<file path="config.mk">
export PLATFORM = sky130hd
export DESIGN_NAME = adcr_bank
export DESIGN_NICKNAME = d
export VERILOG_FILES = /design/src/adcr_pkg.sv /design/src/adcr_bank.sv
export SDC_FILE = /design/constraint.sdc
export NUM_CORES = 2
export LEC_CHECK = 0
export ABC_AREA = 1
export BUFFER_PORTS_ARGS = -buffer_cell sky130_fd_sc_hd__buf_2
export CAP_MARGIN = 20
export CORE_UTILIZATION = 50
export CTS_BUF_LIST = sky130_fd_sc_hd__clkbuf_8
export DETAILED_ROUTE_END_ITERATION = 8
export GPL_ROUTABILITY_DRIVEN = 0
export PLACE_DENSITY = 0.64
export SKIP_CTS_REPAIR_TIMING = 1
export SLEW_MARGIN = 20
export SYNTH_ARGS = -nofsm -noshare
export SYNTH_HDL_FRONTEND = slang
export SYNTH_SLANG_ARGS = --single-unit
</file>
<file path="constraint.sdc">
create_clock -name clk -period 37.2 [get_ports clk]
set_input_delay 3.72 -clock clk [delete_from_list [all_inputs] [get_ports clk]]
set_output_delay 3.72 -clock clk [all_outputs]
set_load 0.05 [all_outputs]
</file>
<file path="src/adcr_pkg.sv">
// Shared constants and types for the audio delay configuration bank
package adcr_pkg;

	// Register offsets
	localparam logic [7:0] ADCR_OFS_CTRL    = 8'h01;
	localparam logic [7:0] ADCR_OFS_R_HIGH  = 8'h02;
	localparam logic [7:0] ADCR_OFS_R_LOW   = 8'h03;
	localparam logic [7:0] ADCR_OFS_L_HIGH  = 8'h04;
	localparam logic [7:0] ADCR_OFS_L_LOW   = 8'h05;
	localparam logic [7:0] ADCR_OFS_FRAME   = 8'h06;
	localparam logic [7:0] ADCR_OFS_WORDLEN = 8'h07;
	localparam logic [7:0] ADCR_OFS_COMMIT  = 8'h08;

	// Reset value and read value of unmapped offsets
	localparam logic [7:0] ADCR_RST_BYTE    = 8'h00;
	localparam logic [7:0] ADCR_UNMAPPED_RD = 8'h00;

	// Field positions and widths
	localparam int ADCR_MUTE_R_BIT    = 7;
	localparam int ADCR_MUTE_L_BIT    = 6;
	localparam int ADCR_FMT_LSB       = 0;
	localparam int ADCR_FMT_W         = 2;
	localparam int ADCR_HIGH_W        = 5;
	localparam int ADCR_DELAY_W       = 13;
	localparam int ADCR_FRAME_EN_BIT  = 7;
	localparam int ADCR_FRAME_59_BIT  = 6;
	localparam int ADCR_FS_SEL_LSB    = 3;
	localparam int ADCR_FS_SEL_W      = 3;
	localparam int ADCR_NFRAME_LSB    = 0;
	localparam int ADCR_NFRAME_W      = 3;
	localparam int ADCR_WORDLEN_W     = 6;
	localparam int ADCR_COMMIT_BIT    = 0;
	localparam int ADCR_SAMPLE_W      = 24;
	localparam int ADCR_FIFO_DEPTH    = 32;
	localparam int ADCR_PROD_W        = 24;

	localparam logic [12:0] ADCR_DELAY_MAX   = 13'h1fff;
	localparam logic [5:0]  ADCR_WORDLEN_MAX = 6'h18;

	// Frame conversion: sample rates in units of 100 Hz
	localparam logic [10:0] ADCR_FS_100HZ [0:7] = '{11'h140, 11'h1b9, 11'h1e0, 11'h372,
		11'h3c0, 11'h6e4, 11'h780, 11'h780};
	// 50 Hz: fs/50 = fs100 * 2; 59.94 Hz: fs/59.94 = fs100 * 1001 / 600
	localparam logic [10:0] ADCR_MUL_50 = 11'h002;
	localparam logic [10:0] ADCR_MUL_59 = 11'h3e9;
	localparam logic [23:0] ADCR_DIV_59 = 24'h000258;

	typedef enum logic [1:0] {
		ADCR_FMT_I2S,
		ADCR_FMT_RIGHT_JUSTIFIED,
		ADCR_FMT_LEFT_JUSTIFIED,
		ADCR_FMT_BYPASS
	} adcr_fmt_e;

	typedef struct packed {
		logic                     right;
		logic [ADCR_SAMPLE_W-1:0] data;
	} adcr_sample_s;

	typedef struct packed {
		adcr_fmt_e                format;
		logic                     bypass;
		logic [ADCR_WORDLEN_W-1:0] word_len;
		logic [ADCR_DELAY_W-1:0]  delay_right;
		logic [ADCR_DELAY_W-1:0]  delay_left;
	} adcr_setting_s;

endpackage

</file>
<file path="src/adcr_bank.sv">
// Register bank, frame-delay conversion and sample FIFO of the audio delay block
// Overview of operation
// [RL1] Host acks each read byte except the last, then ends the transfer.
// [RL2] Sequential reads return successive registers from the selected one while acked.
// [RL3] Each channel delay: upper register holds 5 bits, lower register 8 bits.
// [RL4] Control bits 7:6 mute: 00 none, 01 left, 10 right, 11 both.
// [RL5] Control bits 1:0 format: 00 I2S, 01 right-justified, 10 left-justified.
// [RL6] Format 11 is bypass: audio forwarded without delay.
// [RL7] Channel delay is 13-bit unsigned count of sample periods.
// [RL8] Largest sample delay is 8191 per channel.
// [RL9] Delay zero adds nothing; delay one adds one sample period.
// [RL10] Host should write control then four delay bytes in one burst.
// [RL11] Frame register bit 7 set selects frame-derived delay, else channel registers.
// [RL12] Frame bit 6 picks frame rate: 0 is 50 Hz, 1 is 59.94 Hz.
// [RL13] Frame bits 5:3 pick sample rate 32k to 192k, 110 and 111 both 192k.
// [RL14] Frame bits 2:0 plus one give frames of delay, one to eight.
// [RL15] Frame delay in samples is integer of frames times fs over frame rate.
// [RL16] Frame-derived delay above 8191 is clamped to 8191.
// [RL17] Delay, frame, format, length apply on commit bit 0 write; mute applies at once.
// [RL18] Muted channel carries zero samples while framing continues.
// [RL19] Upper three bits of upper delay registers ignored on write, read zero.
`timescale 1ns/1ps
`default_nettype none

module adcr_fifo #(
	parameter int WIDTH = 25,
	parameter int DEPTH = 32
) (
	input  wire logic             clk,
	input  wire logic             rst_n,
	input  wire logic             in_valid,
	output logic                  in_ready,
	input  wire logic [WIDTH-1:0] in_data,
	output logic                  out_valid,
	input  wire logic             out_ready,
	output logic      [WIDTH-1:0] out_data
);
	localparam int AW = $clog2(DEPTH);

	typedef struct packed {
		logic [DEPTH-1:0][WIDTH-1:0] mem;
		logic [AW-1:0]               wr_ptr;
		logic [AW-1:0]               rd_ptr;
		logic [AW:0]                 count;
	} adcr_fifo_s;

	adcr_fifo_s state_reg;
	adcr_fifo_s state_next;
	logic       push;
	logic       pop;

	assign in_ready  = (state_reg.count != (AW+1)'(DEPTH));
	assign out_valid = (state_reg.count != '0);
	assign out_data  = state_reg.mem[state_reg.rd_ptr];
	assign push      = in_valid && in_ready;
	assign pop       = out_valid && out_ready;

	always_comb
	begin
		state_next = state_reg;
		if (push)
		begin
			state_next.mem[state_reg.wr_ptr] = in_data;
			state_next.wr_ptr = state_reg.wr_ptr + 1'b1;
		end
		if (pop)
			state_next.rd_ptr = state_reg.rd_ptr + 1'b1;
		case ({push, pop})
			2'b10:   state_next.count = state_reg.count + 1'b1;
			2'b01:   state_next.count = state_reg.count - 1'b1;
			default: state_next.count = state_reg.count;
		endcase
	end

	always_ff @(posedge clk)
	begin
		if (!rst_n)
			state_reg <= '0;
		else
			state_reg <= state_next;
	end
endmodule // adcr_fifo

module adcr_bank (
	input  wire logic                  clk,
	input  wire logic                  rst_n,
	// Register access from the serial control engine
	input  wire logic                  reg_addr_load,
	input  wire logic [7:0]            reg_addr_in,
	input  wire logic                  reg_wr_stb,
	input  wire logic [7:0]            reg_wr_data,
	input  wire logic                  reg_rd_stb,
	output logic      [7:0]            reg_rd_data,
	output logic      [7:0]            reg_ptr,
	// Sample stream from the input shifter
	input  wire logic                  in_valid,
	output logic                       in_ready,
	input  wire adcr_pkg::adcr_sample_s in_sample,
	// Sample stream to the delay memory
	output logic                       out_valid,
	input  wire logic                  out_ready,
	output adcr_pkg::adcr_sample_s     out_sample,
	// Settings in force
	output adcr_pkg::adcr_setting_s    active,
	output logic                       mute_left,
	output logic                       mute_right,
	output logic                       settings_update
);
	typedef struct packed {
		logic [7:0]                          ptr;
		logic [7:0]                          ctrl;
		logic [adcr_pkg::ADCR_HIGH_W-1:0]    r_high;
		logic [7:0]                          r_low;
		logic [adcr_pkg::ADCR_HIGH_W-1:0]    l_high;
		logic [7:0]                          l_low;
		logic [7:0]                          frame;
		logic [7:0]                          word_len;
		logic [7:0]                          commit;
		logic [7:0]                          rd_data;
		adcr_pkg::adcr_setting_s             active;
		logic                                update;
	} adcr_state_s;

	adcr_state_s state_reg;
	adcr_state_s state_next;

	logic [7:0]                            rd_mux;
	logic [adcr_pkg::ADCR_FS_SEL_W-1:0]    fs_sel;
	logic [adcr_pkg::ADCR_NFRAME_W:0]      frames;
	logic [adcr_pkg::ADCR_PROD_W-1:0]      frame_prod;
	logic [adcr_pkg::ADCR_PROD_W-1:0]      frame_samples;
	logic [adcr_pkg::ADCR_DELAY_W-1:0]     frame_delay;
	logic [adcr_pkg::ADCR_DELAY_W-1:0]     commit_r;
	logic [adcr_pkg::ADCR_DELAY_W-1:0]     commit_l;
	typedef logic [adcr_pkg::ADCR_FMT_W-1:0] adcr_fmt_w_t;

	logic [adcr_pkg::ADCR_PROD_W-1:0]      fs_wide;
	logic [adcr_pkg::ADCR_WORDLEN_W-1:0]   wl_field;
	adcr_fmt_w_t                           fmt_field;
	adcr_pkg::adcr_sample_s                fifo_in;
	logic                                  is_muted;

	// Read view of the register file
	always_comb
	begin
		case (state_reg.ptr)
			adcr_pkg::ADCR_OFS_CTRL:    rd_mux = state_reg.ctrl;
			adcr_pkg::ADCR_OFS_R_HIGH:  rd_mux = {3'h0, state_reg.r_high}; // [RL19]
			adcr_pkg::ADCR_OFS_R_LOW:   rd_mux = state_reg.r_low;
			adcr_pkg::ADCR_OFS_L_HIGH:  rd_mux = {3'h0, state_reg.l_high}; // [RL19]
			adcr_pkg::ADCR_OFS_L_LOW:   rd_mux = state_reg.l_low;
			adcr_pkg::ADCR_OFS_FRAME:   rd_mux = state_reg.frame;
			adcr_pkg::ADCR_OFS_WORDLEN: rd_mux = state_reg.word_len;
			adcr_pkg::ADCR_OFS_COMMIT:  rd_mux = state_reg.commit;
			default:                    rd_mux = adcr_pkg::ADCR_UNMAPPED_RD;
		endcase
	end

	// Frame-to-sample conversion from the stored frame register
	always_comb
	begin
		fs_sel = state_reg.frame[adcr_pkg::ADCR_FS_SEL_LSB +: adcr_pkg::ADCR_FS_SEL_W]; // [RL13]
		frames = {1'b0, state_reg.frame[adcr_pkg::ADCR_NFRAME_LSB +: adcr_pkg::ADCR_NFRAME_W]}
			+ 4'h1; // [RL14]
		// Operands widened first so no partial product wraps
		fs_wide = adcr_pkg::ADCR_PROD_W'(adcr_pkg::ADCR_FS_100HZ[fs_sel]) * adcr_pkg::ADCR_PROD_W'(frames);
		if (state_reg.frame[adcr_pkg::ADCR_FRAME_59_BIT]) // [RL12]
		begin
			// Multiply before dividing so only the final result is truncated
			frame_prod    = fs_wide * adcr_pkg::ADCR_PROD_W'(adcr_pkg::ADCR_MUL_59);
			frame_samples = frame_prod / adcr_pkg::ADCR_DIV_59; // [RL15]
		end
		else
		begin
			frame_prod    = fs_wide * adcr_pkg::ADCR_PROD_W'(adcr_pkg::ADCR_MUL_50);
			frame_samples = frame_prod; // [RL15]
		end
		if (frame_samples > adcr_pkg::ADCR_PROD_W'(adcr_pkg::ADCR_DELAY_MAX))
			frame_delay = adcr_pkg::ADCR_DELAY_MAX; // [RL16]
		else
			frame_delay = frame_samples[adcr_pkg::ADCR_DELAY_W-1:0];
	end

	// Values that a commit hands to the delay function
	always_comb
	begin
		if (state_reg.frame[adcr_pkg::ADCR_FRAME_EN_BIT]) // [RL11]
		begin
			commit_r = frame_delay;
			commit_l = frame_delay;
		end
		else
		begin
			commit_r = {state_reg.r_high, state_reg.r_low}; // [RL3] [RL7] [RL8]
			commit_l = {state_reg.l_high, state_reg.l_low}; // [RL3] [RL7] [RL8]
		end
		fmt_field = state_reg.ctrl[adcr_pkg::ADCR_FMT_LSB +: adcr_pkg::ADCR_FMT_W]; // [RL5]
		wl_field  = state_reg.word_len[adcr_pkg::ADCR_WORDLEN_W-1:0];
		if (wl_field > adcr_pkg::ADCR_WORDLEN_MAX)
			wl_field = adcr_pkg::ADCR_WORDLEN_MAX;
	end

	always_comb
	begin
		state_next        = state_reg;
		state_next.update = 1'b0;
		if (reg_addr_load)
			state_next.ptr = reg_addr_in;
		else if (reg_wr_stb)
		begin
			case (state_reg.ptr)
				adcr_pkg::ADCR_OFS_CTRL:    state_next.ctrl = reg_wr_data; // [RL4]
				adcr_pkg::ADCR_OFS_R_HIGH:  state_next.r_high = reg_wr_data[adcr_pkg::ADCR_HIGH_W-1:0]; // [RL19]
				adcr_pkg::ADCR_OFS_R_LOW:   state_next.r_low = reg_wr_data;
				adcr_pkg::ADCR_OFS_L_HIGH:  state_next.l_high = reg_wr_data[adcr_pkg::ADCR_HIGH_W-1:0]; // [RL19]
				adcr_pkg::ADCR_OFS_L_LOW:   state_next.l_low = reg_wr_data;
				adcr_pkg::ADCR_OFS_FRAME:   state_next.frame = reg_wr_data;
				adcr_pkg::ADCR_OFS_WORDLEN: state_next.word_len = reg_wr_data;
				adcr_pkg::ADCR_OFS_COMMIT:  state_next.commit = reg_wr_data;
				default:                    state_next.commit = state_reg.commit;
			endcase
			// Commit uses settings already stored, so write it last in a burst
			if (state_reg.ptr == adcr_pkg::ADCR_OFS_COMMIT && reg_wr_data[adcr_pkg::ADCR_COMMIT_BIT])
			begin
				state_next.active.format      = adcr_pkg::adcr_fmt_e'(fmt_field); // [RL17]
				state_next.active.bypass      = (fmt_field == 2'(adcr_pkg::ADCR_FMT_BYPASS)); // [RL6]
				state_next.active.word_len    = wl_field; // [RL17]
				state_next.active.delay_right = commit_r; // [RL9] [RL17]
				state_next.active.delay_left  = commit_l; // [RL9] [RL17]
				state_next.update             = 1'b1;
			end
			state_next.ptr = state_reg.ptr + 8'h01;
		end
		else if (reg_rd_stb)
		begin
			state_next.rd_data = rd_mux; // [RL2]
			state_next.ptr     = state_reg.ptr + 8'h01; // [RL2]
		end
	end

	always_ff @(posedge clk)
	begin
		if (!rst_n)
		begin
			state_reg          <= '0;
			state_reg.ctrl     <= adcr_pkg::ADCR_RST_BYTE;
			state_reg.frame    <= adcr_pkg::ADCR_RST_BYTE;
			state_reg.word_len <= adcr_pkg::ADCR_RST_BYTE;
			state_reg.commit   <= adcr_pkg::ADCR_RST_BYTE;
		end
		else
			state_reg <= state_next;
	end

	// Mute follows the control register at once, no commit needed
	assign mute_left  = state_reg.ctrl[adcr_pkg::ADCR_MUTE_L_BIT]; // [RL4] [RL17]
	assign mute_right = state_reg.ctrl[adcr_pkg::ADCR_MUTE_R_BIT]; // [RL4] [RL17]

	// Zeroing before the FIFO keeps slot timing intact and data from flops
	assign is_muted     = in_sample.right ? mute_right : mute_left;
	assign fifo_in.right = in_sample.right;
	assign fifo_in.data  = is_muted ? '0 : in_sample.data; // [RL18]

	adcr_fifo #(
		.WIDTH ($bits(adcr_pkg::adcr_sample_s)),
		.DEPTH (adcr_pkg::ADCR_FIFO_DEPTH)
	) u_fifo (
		.clk       (clk),
		.rst_n     (rst_n),
		.in_valid  (in_valid),
		.in_ready  (in_ready),
		.in_data   (fifo_in),
		.out_valid (out_valid),
		.out_ready (out_ready),
		.out_data  (out_sample)
	);

	assign reg_rd_data     = state_reg.rd_data;
	assign reg_ptr         = state_reg.ptr;
	assign active          = state_reg.active;
	assign settings_update = state_reg.update;
endmodule // adcr_bank

`default_nettype wire

</file>
==> out/results.tsv <==
stage	metric	value	unit
route	vias per cell	5.760	
placed_design	dpl hpwl	117.1	mm
run_status	failing checks	design-rule violations	
cells_and_area	Fillers	10550	
route	1st-iter DRT viols	6001	
setup_path	largest fanout on the critical path	21	
clock_tree	Reg clk slew, reported paths	60	ps
yosys	mapped cell area	53510	um2
cells_and_area	Seq. cell area	18550	um2
setup_path	CP peak stage delay	680	ps
floorplanning	Initial Utilization	50.62	%
timing	Max transition margin	22.89	%
global_route	initial antenna violation count	6	
clock_tree	CTS tree	built	
clock_tree	CTS buffer count	154	
route	DRT antenna net count	0	
clock_tree	# clock sinks	926	
yosys	flops & latches, synth	926	
setup_path	Arr. time, crit path	25510	ps
yosys	EDFF count, synth	0	
hold_path	Hold Crit Class	reg -> reg	
route	routed length per instance	19.75	um
placed_design	Placement Cell Area	54270	um2
cells_and_area	layout cells sized above 1	8.797	%
yosys	Synth Net Count	8207	
clock_tree	clock latency on the worst-skew pair	860	ps
yosys	Syn Inst Count	7982	
floorplanning	I/O pin cnt	129	
setup_path	worst r2r src	state_reg[60]	
timing	final setup fails	0	
global_route	total global-route track usage	32.95	%
timing	Fmax achieved	40.37	MHz
timing	Slew @ Worst Pin	1128	ps
setup_path	worst setup path category	reg -> reg	
timing	Max Slew Vio Count	0	
clock_tree	H-tree Lvls	4	
yosys	Avg Inst Size Synth	6.704	um2
yosys	post-synthesis cell type count	62	
cells_and_area	area grow syn2layout	7.352	%
yosys	post-synthesis sequential area ratio	34.64	%
floorplanning	Die Span Y	329.1	um
global_route	number of global-route vias before repair	48060	
hold_path	Hold Crit Start	u_fifo.state_reg[367]	
job	Max Cap Viol	0	
cells_and_area	number of flip-flops in the largest register	816	
yosys	Yosys top cell by area	dfxtp_1	
route	vias post-DR	53480	
timing	Hold Fails Final Rpt	0	
clock_tree	Clock Path Buffers	3	
yosys	Yosys warnings	0	
setup_path	CP delay by family, top	simple AND/OR/NAND/NOR gates	
yosys	asr flop ratio synth	0	%
setup_path	CP endpoint kind	flop	
yosys	Yosys top cell area share	34.64	%
floorplanning	Core ar.	105700	um2
route	final WL	183.4	mm
setup_path	startpoint types	flop	
setup_path	critical path's slowest cell	xor2_1	
floorplanning	Die Wd	329.1	um
global_route	global route overflow	0	
cells_and_area	Final Cell Area	57440	um2
yosys	top_reg_cell synth	dfxtp_1	
timing	Max Clock Skew	60.09	ps
run_status	status	finished with violations	
setup_path	Req. time, crit path	37940	ps
floorplanning	die area	108300	um2
timing	Final Cycle Share	66.59	%
setup_path	Setup crit start	state_reg[60]	
global_route	first-pass GRT wire length	281.1	mm
yosys	largest cells by area after synthesis	dfxtp_1 35%, o21ai_0 12%, a21oi_1 12%, nand2_1 8.3%, inv_1 6.6%	
timing	TNS Setup	0	ps
clock_tree	root buf cell	clkbuf_8	
placed_design	# port buffers	128	
route	drt drc	2	
floorplanning	Rows	119	
cells_and_area	multi-input logic area	28790	um2
route	drt first pass iters	8	
setup_path	most numerous cell on the critical path	nand2_1	
setup_path	Worst Path Buf+Inv	24	
global_route	largest net degree at the start of global routing	182	
timing	min Tclk post-route	24770	ps
cells_and_area	nets@finish	7995	
timing	RSZ-0062 raised after global routing	no	
[through the flow]
step           cells  hold slack [ps]  setup slack, ps  util (%)
5_1_grt         9284            452.0             9573     54.33
3_5_place_dp    9005            433.0            12850     51.33
2_1_floorplan   7982            420.0            18080         -
6_report        9286            440.3            12430     54.34
4_1_cts         9280            441.5            12720     54.32
3_3_place_gp    9005            428.6            13780     51.33
[path summary, 6_finish.rpt]
kind / to / slack, ps / depth (start not counted)
setup reg to reg: active[0] / 12430 / 144
hold / removal: u_fifo.state_reg[367] / 440 / 2
setup / recovery: active[0] / 12430 / 144
hold reg to reg: u_fifo.state_reg[367] / 440 / 2
[kinds of logic after synthesis]
| logic type | count (synthesis) | share of synthesized area [%] |
|---|---|---|
| flip-flops | 926 | 34.64 |
| XOR/XNOR | 100 | 1.749 |
| AND/OR/NAND/NOR | 2359 | 19.12 |
| adder cells (fa/ha/maj) | 177 | 5.107 |
| AO/OA/AOI/OAI | 2809 | 27.41 |
| buffers and inverters | 1611 | 11.98 |
[Yosys cell counts (20+ instances only)]
master and number:
o21ai_0 1313, a21oi_1 1230, nand2_1 1183, inv_1 940, dfxtp_1 926, clkbuf_1 473
nor2_1 468, nand3_1 424, ha_1 108, nand4_1 80, fa_1 69, xor2_1 67
nand2_2 64, inv_2 59, o211ai_1 59, buf_4 58, o22ai_1 54, nor3_1 37
a31oi_1 28, xnor2_1 28, a211oi_1 26, buf_1 26, clkinv_1 26, nor2_2 26
o21ai_1 20
[placed cells by master, fill, tap and decap left out, types with 66 or more instances in the layout]
master and count:
xor2_1 66, dfxtp_1 922, fa_1 69, nand3_1 418, inv_1 992, o21ai_0 1313, clkbuf_8 195, ha_1 108
nand2_1 1183, buf_2 127, buf_4 88, a21oi_1 1230, nor2_1 445, nand4_1 80
[per-layer routing]
metal / global-route usage (%) / vias up / wire (um)
met4: 11.25 / 2 / 5663
met3: 4.950 / 345 / 15060
li1: - / 26010 / -
met1: 45.88 / 24880 / 81500
met5: 0 / - / 8
met2: 51.90 / 2247 / 81130
[cell type report]
type	count	share of cell area (%)
sequential	926	32.29
multi-input combinational	5445	50.11
antenna	6	0.02614
clock buffer	195	4.672
tap	1391	3.030
timing repair buffer	217	2.318
clock inverter	80	0.8234
inverter	1026	6.731
[tightest hold or removal path, stage by stage (launching register included)]
cell and delay (ps):
dfxtp_1 300, inv_1 40, a21oi_1 50
Power is not shown: default switching activity piles up to over one toggle a cycle in this logic, so the estimate is an artifact.
